$ cat src/usart_pkg.sv
/*
  shared constants of the clocked serial port: register indices, bit
  positions, frame lengths and receive state codes.
  assumes a 32-bit apb slave where byte address = 4 * register index.
*/
package usart_pkg;
  // ************************************************************
  // register indices (byte address is four times the index)
  // ************************************************************
  localparam int       ADDR_W      = 10;
  localparam logic [7:0] IDX_INTCTL  = 8'h0b;
  localparam logic [7:0] IDX_PIRFLAG = 8'h0c;
  localparam logic [7:0] IDX_RXCTL   = 8'h18;
  localparam logic [7:0] IDX_TXBUF   = 8'h19;
  localparam logic [7:0] IDX_RXBUF   = 8'h1a;
  localparam logic [7:0] IDX_PIEN    = 8'h8c;
  localparam logic [7:0] IDX_TXCTL   = 8'h98;
  localparam logic [7:0] IDX_BAUD    = 8'h99;
  // ************************************************************
  // bit positions
  // ************************************************************
  localparam int B_CLKSRC      = 7;
  localparam int B_TXNINTH_EN  = 6;
  localparam int B_TXENABLE    = 5;
  localparam int B_SYNCMODE    = 4;
  localparam int B_HISPEED     = 2;
  localparam int B_PORTEN      = 7;
  localparam int B_RXNINTH_EN  = 6;
  localparam int B_SINGLE_RX   = 5;
  localparam int B_CONT_RX     = 4;
  localparam int B_ADDRDET     = 3;
  localparam int B_NINTH_VAL   = 0;
  localparam int B_RXREADY     = 5;
  localparam int B_TXEMPTY     = 4;
  // ************************************************************
  // reset values and frame lengths
  // ************************************************************
  localparam logic [7:0] RST_BYTE  = 8'h00;
  localparam logic [3:0] LEN_EIGHT = 4'h8;
  localparam logic [3:0] LEN_NINE  = 4'h9;
  typedef enum logic [3:0] {
    RX_IDLE  = 4'h1,
    RX_START = 4'h2,
    RX_BITS  = 4'h4,
    RX_STOP  = 4'h8
  } rxst_t;
endpackage

$ cat src/baud_if.sv
/*
  bundle between the port core and its baud generator.
  assumes both ends share one clock.
*/
`timescale 1ns/1ps
interface baud_if;
  logic       run;
  logic       restart;
  logic [7:0] divisor;
  logic       tick;
  modport gen  (input run, restart, divisor, output tick);
  modport user (output run, restart, divisor, input tick);
endinterface

$ cat src/baud_gen.sv
/*
  baud generator: one tick every divisor+1 clocks while run is high.
  assumes run, restart and divisor come from logic on the same clock.
*/
`timescale 1ns/1ps
module baud_gen (
  // clock and reset
  input wire logic clk,
  input wire logic rst,
  // control
  baud_if.gen      bus
);
  typedef struct packed {
    logic [7:0] cnt;
  } bstate_t;
  bstate_t q;
  bstate_t d;

  // held at the divisor when stopped, so the first tick is a full period away
  always_comb begin
    d = q;
    if (!bus.run || bus.restart) begin
      d.cnt = bus.divisor;
    end else if (q.cnt == 8'h00) begin
      d.cnt = bus.divisor;
    end else begin
      d.cnt = q.cnt - 8'h01;
    end
  end

  assign bus.tick = bus.run && !bus.restart && (q.cnt == 8'h00);

  always_ff @(posedge clk or posedge rst) begin
    if (rst) begin
      q <= '0;
    end else begin
      q <= d;
    end
  end
endmodule // baud_gen

$ cat src/usart_sync_tx.sv
/*
  clocked-master serial transmitter with a receive path that offers
  9-bit address detect on async frames only, behind an apb register slave.
  assumes apb from logic on clk; the data pin arrives asynchronously
  and is synchronised here; pins are resolved from the enables outside.
*/
// Added by the designer: the APB interface to the registers.
`timescale 1ns/1ps
module usart_sync_tx #(
  parameter int FIFO_DEPTH = 2
) (
  // clock and reset
  input  wire logic                       clk,
  input  wire logic                       rst,
  // apb slave
  input  wire logic [usart_pkg::ADDR_W-1:0] paddr,
  input  wire logic                       psel,
  input  wire logic                       penable,
  input  wire logic                       pwrite,
  input  wire logic [31:0]                pwdata,
  output wire logic [31:0]                prdata,
  output wire logic                       pready,
  output wire logic                       pslverr,
  // shift clock pin
  output wire logic                       shiftClockOut,
  output wire logic                       shiftClockOe_n,
  // serial data pin
  input  wire logic                       serialDataIn,
  output wire logic                       serialDataOut,
  output wire logic                       serialDataOe_n,
  // interrupt requests
  output wire logic                       rxIrqReq,
  output wire logic                       txIrqReq
);
  localparam int CW = $clog2(FIFO_DEPTH + 1);
  localparam logic [CW-1:0] FULL = CW'(FIFO_DEPTH);

  // ************************************************************
  // state
  // ************************************************************
  typedef struct packed {
    logic [7:0]                 intCtl;
    logic [7:0]                 pieReg;
    logic [7:0]                 pirOther;
    logic [7:0]                 baudDiv;
    logic                       clkSrc;
    logic                       txNinthEn;
    logic                       txEnable;
    logic                       syncMode;
    logic                       hiSpeed;
    logic                       txNinthVal;
    logic                       portEn;
    logic                       rxNinthEn;
    logic                       singleRx;
    logic                       contRx;
    logic                       addrDet;
    logic                       overrun;
    logic [7:0]                 txBuf;
    logic                       txFull;
    logic                       txEmptyFlag;
    logic [8:0]                 txShift;
    logic [3:0]                 txCnt;
    logic                       txBusy;
    logic                       shiftClk;
    logic                       dataOut;
    usart_pkg::rxst_t           rxState;
    logic [8:0]                 rxShift;
    logic [3:0]                 rxCnt;
    logic                       rxPhase;
    logic [FIFO_DEPTH-1:0][9:0] fifo;
    logic [CW-1:0]              fifoCnt;
    logic                       sync1;
    logic                       sync2;
    logic                       rxPrev;
    logic [7:0]                 rdata;
    logic                       rxIrq;
    logic                       txIrq;
  } state_t;

  state_t     q;
  state_t     d;
  logic [7:0] idx;
  logic       wrAcc;
  logic       rdAcc;
  logic       mapped;
  logic       wrTx;
  logic       popRx;
  logic       rxEn;
  logic       master;
  logic       txConn;
  logic       ckRun;
  logic       ckActive;
  logic       tick;
  logic       rise;
  logic       fall;
  logic       load;
  logic       push;
  logic       restart;
  logic       ferrBit;
  logic       wordNinth;
  logic [7:0] wordData;
  logic [3:0] txLen;
  logic [3:0] rxLen;
  logic [7:0] rdVal;

  // ************************************************************
  // baud generator
  // ************************************************************
  baud_if bIf ();
  baud_gen uBaud (
    .clk (clk),
    .rst (rst),
    .bus (bIf.gen)
  );
  assign bIf.run     = q.txEnable || q.contRx || q.singleRx;
  assign bIf.restart = restart;
  assign bIf.divisor = q.baudDiv;
  assign tick        = bIf.tick;

  // ************************************************************
  // next state
  // ************************************************************
  always_comb begin
    d         = q;
    idx       = paddr[usart_pkg::ADDR_W-1:2];
    wrAcc     = psel && penable && pwrite;
    rdAcc     = psel && penable && !pwrite;
    wrTx      = wrAcc && (idx == usart_pkg::IDX_TXBUF);
    rxEn      = q.contRx || q.singleRx;
    master    = q.syncMode && q.portEn && q.clkSrc;
    txConn    = q.syncMode && q.portEn && q.txEnable && !rxEn;
    ckRun     = master && (q.txEnable || rxEn);
    ckActive  = (txConn && q.txBusy) || (master && rxEn && (q.rxState == usart_pkg::RX_BITS));
    rise      = tick && ckRun && !q.shiftClk;
    fall      = tick && ckRun && q.shiftClk;
    popRx     = rdAcc && (idx == usart_pkg::IDX_RXBUF) && (q.fifoCnt != '0);
    txLen     = q.txNinthEn ? usart_pkg::LEN_NINE : usart_pkg::LEN_EIGHT;
    rxLen     = q.rxNinthEn ? usart_pkg::LEN_NINE : usart_pkg::LEN_EIGHT;
    load      = 1'b0;
    push      = 1'b0;
    restart   = 1'b0;
    ferrBit   = 1'b0;
    // pin sync: only the second stage and its delayed copy rxPrev are ever looked at
    d.sync1   = serialDataIn;
    d.sync2   = q.sync1;
    d.rxPrev  = q.sync2;

    // shift clock idles low and toggles only while a word is on the line,
    // so a slave never clocks idle bits in
    if (!ckRun) begin
      d.shiftClk = 1'b0;
    end else if (tick && ckActive) begin
      d.shiftClk = !q.shiftClk;
    end

    // transmitter; while a receive is on it is frozen, not reset
    if (!q.txEnable) begin
      d.txBusy  = 1'b0;
      d.txCnt   = 4'h0;
      d.dataOut = 1'b0;
    end else if (txConn) begin
      if (rise && q.txBusy) begin
        if (q.txCnt != 4'h0) begin
          d.dataOut = q.txShift[0];
          d.txShift = q.txShift >> 1;
          d.txCnt   = q.txCnt - 4'h1;
        end else if (q.txFull) begin
          // back to back: next word's first bit on this same edge
          load      = 1'b1;
          d.dataOut = q.txBuf[0];
          d.txShift = {q.txNinthVal, q.txBuf} >> 1;
          d.txCnt   = txLen - 4'h1;
        end else begin
          d.txBusy   = 1'b0;
          d.shiftClk = 1'b0;
        end
      end else if (!q.txBusy && q.txFull) begin
        load      = 1'b1;
        d.txBusy  = 1'b1;
        d.txShift = {q.txNinthVal, q.txBuf};
        d.txCnt   = txLen;
      end
    end
    if (load) begin
      d.txFull      = 1'b0;
      d.txEmptyFlag = 1'b1;
    end
    if (q.txEnable && !q.txFull) begin
      d.txEmptyFlag = 1'b1;
    end

    // receiver: clocked single/continuous words, or async frames
    case (q.rxState)
      usart_pkg::RX_IDLE: begin
        if (q.syncMode && master && rxEn) begin
          d.rxState = usart_pkg::RX_BITS;
          d.rxCnt   = rxLen;
        end else if (!q.syncMode && q.portEn && q.contRx && q.rxPrev && !q.sync2) begin
          restart   = 1'b1;
          d.rxState = usart_pkg::RX_START;
        end
      end
      usart_pkg::RX_START: begin
        if (tick) begin
          d.rxPhase = 1'b0;
          d.rxCnt   = rxLen;
          d.rxState = q.sync2 ? usart_pkg::RX_IDLE : usart_pkg::RX_BITS;
        end
      end
      usart_pkg::RX_BITS: begin
        if (tick && !q.syncMode) begin
          d.rxPhase = !q.rxPhase;
        end
        // clocked mode samples on the falling shift clock
        if (q.syncMode ? fall : (tick && q.rxPhase)) begin
          d.rxShift = {q.sync2, q.rxShift[8:1]};
          d.rxCnt   = q.rxCnt - 4'h1;
          if (q.rxCnt == 4'h1) begin
            if (q.syncMode) begin
              push      = 1'b1;
              d.rxState = usart_pkg::RX_IDLE;
            end else begin
              d.rxState = usart_pkg::RX_STOP;
            end
          end
        end
      end
      usart_pkg::RX_STOP: begin
        if (tick) begin
          d.rxPhase = !q.rxPhase;
        end
        if (tick && q.rxPhase) begin
          push      = 1'b1;
          ferrBit   = !q.sync2;
          d.rxState = usart_pkg::RX_IDLE;
        end
      end
      default: begin
        d.rxState = usart_pkg::RX_IDLE;
      end
    endcase
    if (!rxEn || !q.portEn) begin
      d.rxState = usart_pkg::RX_IDLE;
    end
    if (push && q.syncMode && q.singleRx && !q.contRx) begin
      d.singleRx = 1'b0;
    end

    // assemble the word; 8-bit frames sit one place higher in the shifter
    wordNinth = q.rxNinthEn && d.rxShift[8];
    wordData  = q.rxNinthEn ? d.rxShift[7:0] : d.rxShift[8:1];
    if (!q.syncMode && q.rxNinthEn && q.addrDet && !wordNinth) begin
      push = 1'b0;
    end

    // pop before push so a read and an arrival in one cycle both count
    if (popRx) begin
      for (int i = 0; i < FIFO_DEPTH - 1; i++) begin
        d.fifo[i] = q.fifo[i+1];
      end
      d.fifoCnt = q.fifoCnt - 1'b1;
    end
    if (push && !q.overrun) begin
      if (d.fifoCnt == FULL) begin
        d.overrun = 1'b1;
      end else begin
        d.fifo[d.fifoCnt] = {ferrBit, wordNinth, wordData};
        d.fifoCnt         = d.fifoCnt + 1'b1;
      end
    end
    if (!q.contRx) begin
      d.overrun = 1'b0;
    end

    // register writes
    if (wrAcc) begin
      if (idx == usart_pkg::IDX_INTCTL) begin
        d.intCtl = pwdata[7:0];
      end else if (idx == usart_pkg::IDX_PIRFLAG) begin
        d.pirOther = pwdata[7:0];
      end else if (idx == usart_pkg::IDX_RXCTL) begin
        d.portEn    = pwdata[usart_pkg::B_PORTEN];
        d.rxNinthEn = pwdata[usart_pkg::B_RXNINTH_EN];
        d.singleRx  = pwdata[usart_pkg::B_SINGLE_RX];
        d.contRx    = pwdata[usart_pkg::B_CONT_RX];
        d.addrDet   = pwdata[usart_pkg::B_ADDRDET];
      end else if (idx == usart_pkg::IDX_TXBUF) begin
        d.txBuf       = pwdata[7:0];
        d.txFull      = 1'b1;
        d.txEmptyFlag = 1'b0;
      end else if (idx == usart_pkg::IDX_PIEN) begin
        d.pieReg = pwdata[7:0];
      end else if (idx == usart_pkg::IDX_TXCTL) begin
        d.clkSrc     = pwdata[usart_pkg::B_CLKSRC];
        d.txNinthEn  = pwdata[usart_pkg::B_TXNINTH_EN];
        d.txEnable   = pwdata[usart_pkg::B_TXENABLE];
        d.syncMode   = pwdata[usart_pkg::B_SYNCMODE];
        d.hiSpeed    = pwdata[usart_pkg::B_HISPEED];
        d.txNinthVal = pwdata[usart_pkg::B_NINTH_VAL];
      end else if (idx == usart_pkg::IDX_BAUD) begin
        d.baudDiv = pwdata[7:0];
      end
    end

    // read data is latched in the setup cycle
    mapped = 1'b1;
    if (idx == usart_pkg::IDX_INTCTL) begin
      rdVal = q.intCtl;
    end else if (idx == usart_pkg::IDX_PIRFLAG) begin
      rdVal = {q.pirOther[7:6], q.fifoCnt != '0, q.txEmptyFlag, q.pirOther[3:0]};
    end else if (idx == usart_pkg::IDX_RXCTL) begin
      rdVal = {q.portEn, q.rxNinthEn, q.singleRx, q.contRx, q.addrDet,
               q.fifo[0][9], q.overrun, q.fifo[0][8]};
    end else if (idx == usart_pkg::IDX_TXBUF) begin
      rdVal = q.txBuf;
    end else if (idx == usart_pkg::IDX_RXBUF) begin
      rdVal = q.fifo[0][7:0];
    end else if (idx == usart_pkg::IDX_PIEN) begin
      rdVal = q.pieReg;
    end else if (idx == usart_pkg::IDX_TXCTL) begin
      rdVal = {q.clkSrc, q.txNinthEn, q.txEnable, q.syncMode, 1'b0,
               q.hiSpeed, !q.txBusy, q.txNinthVal};
    end else if (idx == usart_pkg::IDX_BAUD) begin
      rdVal = q.baudDiv;
    end else begin
      rdVal  = usart_pkg::RST_BYTE;
      mapped = 1'b0;
    end
    if (psel && !penable) begin
      d.rdata = rdVal;
    end

    d.rxIrq = (q.fifoCnt != '0) && q.pieReg[usart_pkg::B_RXREADY];
    d.txIrq = q.txEmptyFlag && q.pieReg[usart_pkg::B_TXEMPTY];
  end

  always_ff @(posedge clk or posedge rst) begin
    if (rst) begin
      q         <= '0;
      q.rxState <= usart_pkg::RX_IDLE;
      q.sync1   <= 1'b1;
      q.sync2   <= 1'b1;
      q.rxPrev  <= 1'b1;
    end else begin
      q <= d;
    end
  end

  // ************************************************************
  // outputs
  // ************************************************************
  assign prdata         = {24'h000000, q.rdata};
  assign pready         = 1'b1;
  assign pslverr        = psel && penable && !mapped;
  assign shiftClockOut  = q.shiftClk;
  assign shiftClockOe_n = !ckRun;
  assign serialDataOut  = q.dataOut;
  assign serialDataOe_n = !txConn;
  assign rxIrqReq       = q.rxIrq;
  assign txIrqReq       = q.txIrq;
endmodule // usart_sync_tx

$ cat config.mk
export PLATFORM = sky130hd
export DESIGN_NAME = usart_sync_tx
export DESIGN_NICKNAME = d
export VERILOG_FILES = /design/src/usart_pkg.sv /design/src/baud_if.sv /design/src/baud_gen.sv /design/src/usart_sync_tx.sv
export SDC_FILE = /design/constraint.sdc
export NUM_CORES = 1
export LEC_CHECK = 0
export BUFFER_PORTS_ARGS = -buffer_cell sky130_fd_sc_hd__buf_2
export CORE_MARGIN = 2
export CORE_UTILIZATION = 42
export CTS_CLUSTER_SIZE = 20
export DETAILED_ROUTE_END_ITERATION = 8
export SYNTH_ARGS = -nofsm -noshare
export SYNTH_HDL_FRONTEND = slang
export SYNTH_SLANG_ARGS = --single-unit
$ cat constraint.sdc
create_clock -name clk -period 6.54 [get_ports clk]
set_clock_uncertainty 0.05 [all_clocks]
set_input_delay 1.308 -clock clk [delete_from_list [all_inputs] [get_ports clk]]
set_output_delay 1.308 -clock clk [all_outputs]
set_load 0.1 [all_outputs]
# Word-level counts from Yosys, hierarchy flattened
# Index checks and enable logic that the tools add are counted.
[classes]
add_sub_neg = 6
order_cmp = 2
n_eq_ne = 34
muxes = 92
bitwise = 7
n_reduce_logical = 90
[ops]
columns = ["operator", "n"]
rows = [
  ["8-bit two-way mux", 11],
  ["1-bit logical AND", 43],
  ["1-bit two-way mux", 40],
  ["12-bit two-way mux", 3],
  ["4-bit two-way mux", 8],
  ["14-bit two-way mux", 2],
  ["13-bit two-way mux", 2],
  ["8-bit by 5-bit == test with 1-bit output (second input constant)", 3],
  ["8-bit == test (second input constant)", 3],
  ["20-bit bitwise mux", 1],
  ["4-bit AND reduction", 5],
  ["1-bit logical NOT", 18],
  ["2-bit two-way mux", 9],
  ["17-bit two-way mux", 1],
  ["8-bit by 4-bit == test with 1-bit output (second input constant)", 2],
  ["4-bit case mux with 4 select lines", 1],
  ["3-bit two-way mux", 5],
  ["2-bit by 1-bit inequality test with 1-bit output (second input constant)", 6],
  ["3-bit inequality test (second input constant)", 4],
  ["4-bit case mux with 3 select lines", 1],
  ["4-bit by 1-bit subtractor with 4-bit output (second input constant)", 3],
  ["10-bit demux with 1-bit select", 1],
  ["10-bit two-way mux", 1],
  ["5-bit two-way mux", 2],
  ["31 further kinds", 56],
]
[totals]
register_bits = 131

# Logic depth before layout (Yosys ltp)
[logic_depth]
depth_word = 24
ltp_mapped = 13
depth_no_buf = 10

# Modules after synthesis
# Synthesis repeated with hierarchy kept, for this count alone.
[unflattened]
cells_unflattened = 709
hier_area_um2 = 7130.6
[modules_own_cells]
columns = ["mod", "n_inst", "cells_each", "area_each_um2"]
rows = [
  ["usart_sync_tx", 1, 654, 6631.4],
  ["baud_gen", 1, 55, 499.2],
]

# Worst setup path before layout
# OpenSTA, ideal clock, no wires.
[synth_timing]
path_kind = "input -> output"
startpoint = "input paddr[6] (netlist bit)"
endpoint = "output pslverr"
arrival_time_ns = 3.096
t_required_ns = 5.182
slack_ns = 2.086
path_stages = 7
path_cell_list = "clkbuf_1 nor3b_2 and2_0 clkbuf_1 clkbuf_1 nor2_1 o21a_1"
[synth_between]
elab_chain_len = 11
[synth_lines]
columns = ["element", "line", "rtl"]
rows = [
  ["from (decl)", "usart_sync_tx.sv:16", "input wire logic [usart_pkg::ADDR_W-1:0] paddr,"],
  ["8-bit == test", "usart_sync_tx.sv:323", "end else if (idx == usart_pkg::IDX_BAUD) begin"],
  ["1-bit two-way mux", "usart_sync_tx.sv:323", ""],
  ["1-bit two-way mux", "usart_sync_tx.sv:320", "end else if (idx == usart_pkg::IDX_TXCTL) begin"],
  ["1-bit two-way mux", "usart_sync_tx.sv:318", "end else if (idx == usart_pkg::IDX_PIEN) begin"],
  ["1-bit two-way mux", "usart_sync_tx.sv:316", "end else if (idx == usart_pkg::IDX_RXBUF) begin"],
  ["1-bit two-way mux", "usart_sync_tx.sv:314", "end else if (idx == usart_pkg::IDX_TXBUF) begin"],
  ["1-bit two-way mux", "usart_sync_tx.sv:311", "end else if (idx == usart_pkg::IDX_RXCTL) begin"],
  ["1-bit two-way mux", "usart_sync_tx.sv:309", "end else if (idx == usart_pkg::IDX_PIRFLAG) begin"],
  ["1-bit two-way mux *", "usart_sync_tx.sv:307", "if (idx == usart_pkg::IDX_INTCTL) begin"],
  ["1-bit logical NOT *", "usart_sync_tx.sv:354", "assign pslverr = psel && penable && !mapped;"],
  ["1-bit logical AND *", "usart_sync_tx.sv:354", ""],
  ["to (decl)", "usart_sync_tx.sv:23", "output wire logic pslverr,"],
]
# Every way passes the cells marked *; elsewhere a longest branch is shown, timed or not.

# Worst setup path after layout
[layout_timing]
startpoint = "input paddr[2] (netlist bit)"
endpoint = "output pslverr"
# The elaborated chain is that of the path after synthesis.

==> reports/metrics.cfg <==
[power_and_ir_drop]
pwr-share-clk_pct = 46.5
switching_share_pct = 27.30
power_density_mw_per_mm2 = 271.9
leakage_uw = 0.003682
p_comb_share_pct = 12.4
p_int_uw = 1543
switchingPower_uw = 579.4
seqPwrFrac_pct = 41.1
ir_drop_mv = 0.2288

[floorplanning]
initial_core_util_pct = 42.39
fp.dieArea_mm2 = 0.01761
ios = 88
die_height_um = 132.7
rows = 47
core_mm2 = 0.01641
die_x_um = 132.7

[detailed_routing]
drtAntennaViolNets = 0
drt_iter0_markers = 297
wl_per_cell_um = 17.99
vias_per_cell = 5.426
via_count = 5041
drcViolationCount = 0
drt_pass1_iterations = 5
routed_wl_um = 16710

[flow_run]
cap_violations = 0

[timing]
fmax_mhz = 206.7
slew_headroom_pct = 22.91
tightest_slew_ns = 1.144
min_period_over_period_pct = 73.96
maxSlewViolCount = 0
post-route-min-period_ns = 4.837
fin_hold_ws_ns = 0.3046
finalWorstSetupSlack_ns = 1.703
rsz0062_at_grt = false
hold_viol_final = 0
setup_viol = 0
tns_ns = 0

[worst_setup_path]
cp.required_ns = 5.18
reg2reg_depth = 8
worst-path-max-fanout = 16
ff2ff_setup_slack_ns = 2.87
cp-endpoint = pslverr
end_kind = output port
crit_type = primary input to output port
r2r_start = q[13]
crit_start = paddr[2]
r2r_end = q[31]
arrival_ns = 3.48
worstSetupStartpointType = primary input

[clock_tree]
hold_buffers = 0
post_cts_buffers = 0
cts_made_buffers = 17
worstSkewPairLatency_ns = 0.42
clockBufferDepth = 2
post_cts_resized = 0
cts_tree = built
clk_pin_slew_ns = 0.05
clock_sinks = 129
cts_root_buffer = clkbuf_16
htree_levels = 4

[grt]
track_usage_pct = 19.88
antenna_found_initial = 0
overflow = 0
grt_pass1_wl_um = 27220
grt_max_degree = 80
first_global_vias = 5056

[cells_and_area]
area_growth_pct = 12.23
drive_above_1_share_pct = 23.27
final_area_mm2 = 0.007806
final_nets = 752
n_antenna_cell = 0
fill_cells = 1522
fin_util_pct = 47.58

[synthesis]
synth_cell_types = 64
synth_edf_count = 0
syn_area_per_cell_um2 = 10.32
ys_seq_area_share_pct = 46.48
netlist_area_mm2 = 0.006955
ys_warn_count = 0
synthArstFlopShare_pct = 100.0
synthCells = 674
synth-main-ff-cell = dfrtp_1
synth-seq-cells = 129

[placement]
dp_hpwl_um = 12080
pre_cts_ws_ns = 1.485
port-buffer-count = 36
gp_congestion = 0.8584
dpl_cell_area_mm2 = 0.007188

[status]
outcome = completed

[min_path]
hold_path.class = register to register

area by class of cell:
cell class | count | area (um2) | share of cell area (%)
Multi-Input combinational cell | 472 | 3324 | 42.59
Sequential cell | 129 | 3233 | 41.42
Tap cell | 220 | 275.3 | 3.526
Timing Repair Buffer | 42 | 225.2 | 2.885
Clock buffer | 24 | 491.7 | 6.299
Clock inverter | 8 | 126.4 | 1.619
Inverter | 34 | 130.1 | 1.667
flip-flops by register name, indices dropped and copies added, names as in the netlist:
name           cells
bIf.divisor        8
d                  2
prdata             8
q                 99
rxIrqReq           1
serialDataOut      1
shiftClockOut      1
txIrqReq           1
uBaud.q            8
cells in the final DEF (no fill, tap or decap), types with 5 or more instances in the layout:
cell type / n
dfrtp_1: 125
mux2_2: 73
nand2_1: 64
a21oi_1: 51
nor2_1: 38
buf_2: 36
mux2i_1: 34
inv_1: 33
o21ai_0: 32
conb_1: 25
o22ai_1: 21
clkbuf_16: 17
nand3_1: 10
nor2b_1: 9
nand2b_1: 8
xnor2_1: 8
ha_1: 8
nor3_1: 7
mux2_1: 6
buf_4: 6
a222oi_1: 5
stage by stage:
stage,instances,total power [uW]
floorplan,697,1112
global placement,897,1140
detailed placement,897,1147
CTS,929,2142
global route,929,2207
finish,929,2122
synthesized netlist by cell type (3+ instances only):
| cell | count | area share (%) |
|---|---|---|
| a222oi_1 | 5 | 0.72 |
| buf_4 | 33 | 3.6 |
| o31ai_1 | 3 | 0.32 |
| buf_1 | 3 | 0.16 |
| o22ai_1 | 21 | 1.9 |
| nand2_1 | 64 | 3.5 |
| mux2_2 | 73 | 12 |
| nor3_1 | 7 | 0.50 |
| inv_1 | 34 | 1.8 |
| clkbuf_1 | 21 | 1.1 |
| nor4b_1 | 3 | 0.38 |
| and2_1 | 3 | 0.27 |
| o21a_1 | 4 | 0.43 |
| a22oi_1 | 4 | 0.43 |
| nor4bb_1 | 3 | 0.43 |
| dfrtp_1 | 125 | 45 |
| mux2i_1 | 34 | 4.9 |
| ha_1 | 8 | 1.4 |
| a21oi_1 | 51 | 3.7 |
| mux2_1 | 6 | 0.97 |
| and4_1 | 3 | 0.38 |
| nor2_1 | 38 | 2.1 |
| nand3_1 | 10 | 0.72 |
| nand2b_1 | 8 | 0.72 |
| xnor2_1 | 8 | 1.0 |
| a22o_1 | 4 | 0.50 |
| dfstp_2 | 4 | 1.5 |
| nand4_1 | 3 | 0.27 |
| o21ai_0 | 32 | 2.3 |
| nor2b_1 | 9 | 0.81 |
| buf_2 | 4 | 0.29 |
critical path, cell delays in order:
cell and delay [ns]:
buf_2 0.21, nor3b_2 0.55, and2_0 0.78, nor2_1 0.14
o21a_1 0.20, buf_2 0.29
power by group through the flow:
stage	registers, uW	logic (uW)	clock network (uW)
floorplan	876	236	0
finish	873	262	987
detailed placement	886	261	0
global route	879	284	1040
global placement	884	256	0
CTS	873	264	1010
cell families (layout without fill, tap and decap cells):
| group | Yosys count | count (layout) | share of synthesized area, % |
|---|---|---|---|
| AOI/OAI and AO/OA | 140 | 140 | 12.27 |
| xor gates and xnor gates | 9 | 9 | 1.133 |
| adders and majority gates | 8 | 8 | 1.439 |
| buffers and inverters | 96 | 108 | 7.142 |
| DFF | 129 | 129 | 46.48 |
| muxes | 115 | 115 | 18.11 |
| other | 2 | 25 | 0.1080 |
| and+or+nand+nor | 175 | 175 | 13.31 |
how the worst min path moves through the flow:
| stage | startpoint | end | cells past startpoint |
|---|---|---|---|
| 2_1_floorplan | d[11] | d[10] | 0 |
| 3_3_place_gp | d[11] | d[10] | 0 |
| 3_5_place_dp | d[11] | d[10] | 0 |
| 4_1_cts | d[11] | d[10] | 0 |
| 5_1_grt | d[11] | d[10] | 0 |
| 6_report | d[11] | d[10] | 0 |
per-layer routing:
metal	share of wire [%]	up-vias	global-route usage, %
met5	0	-	0
met2	47	166	31.35
li1	-	2391	-
met1	46	2467	27.18
met3	5.0	17	3.755
met4	1.8	0	7.885
Power figures use the tool's default switching activity.
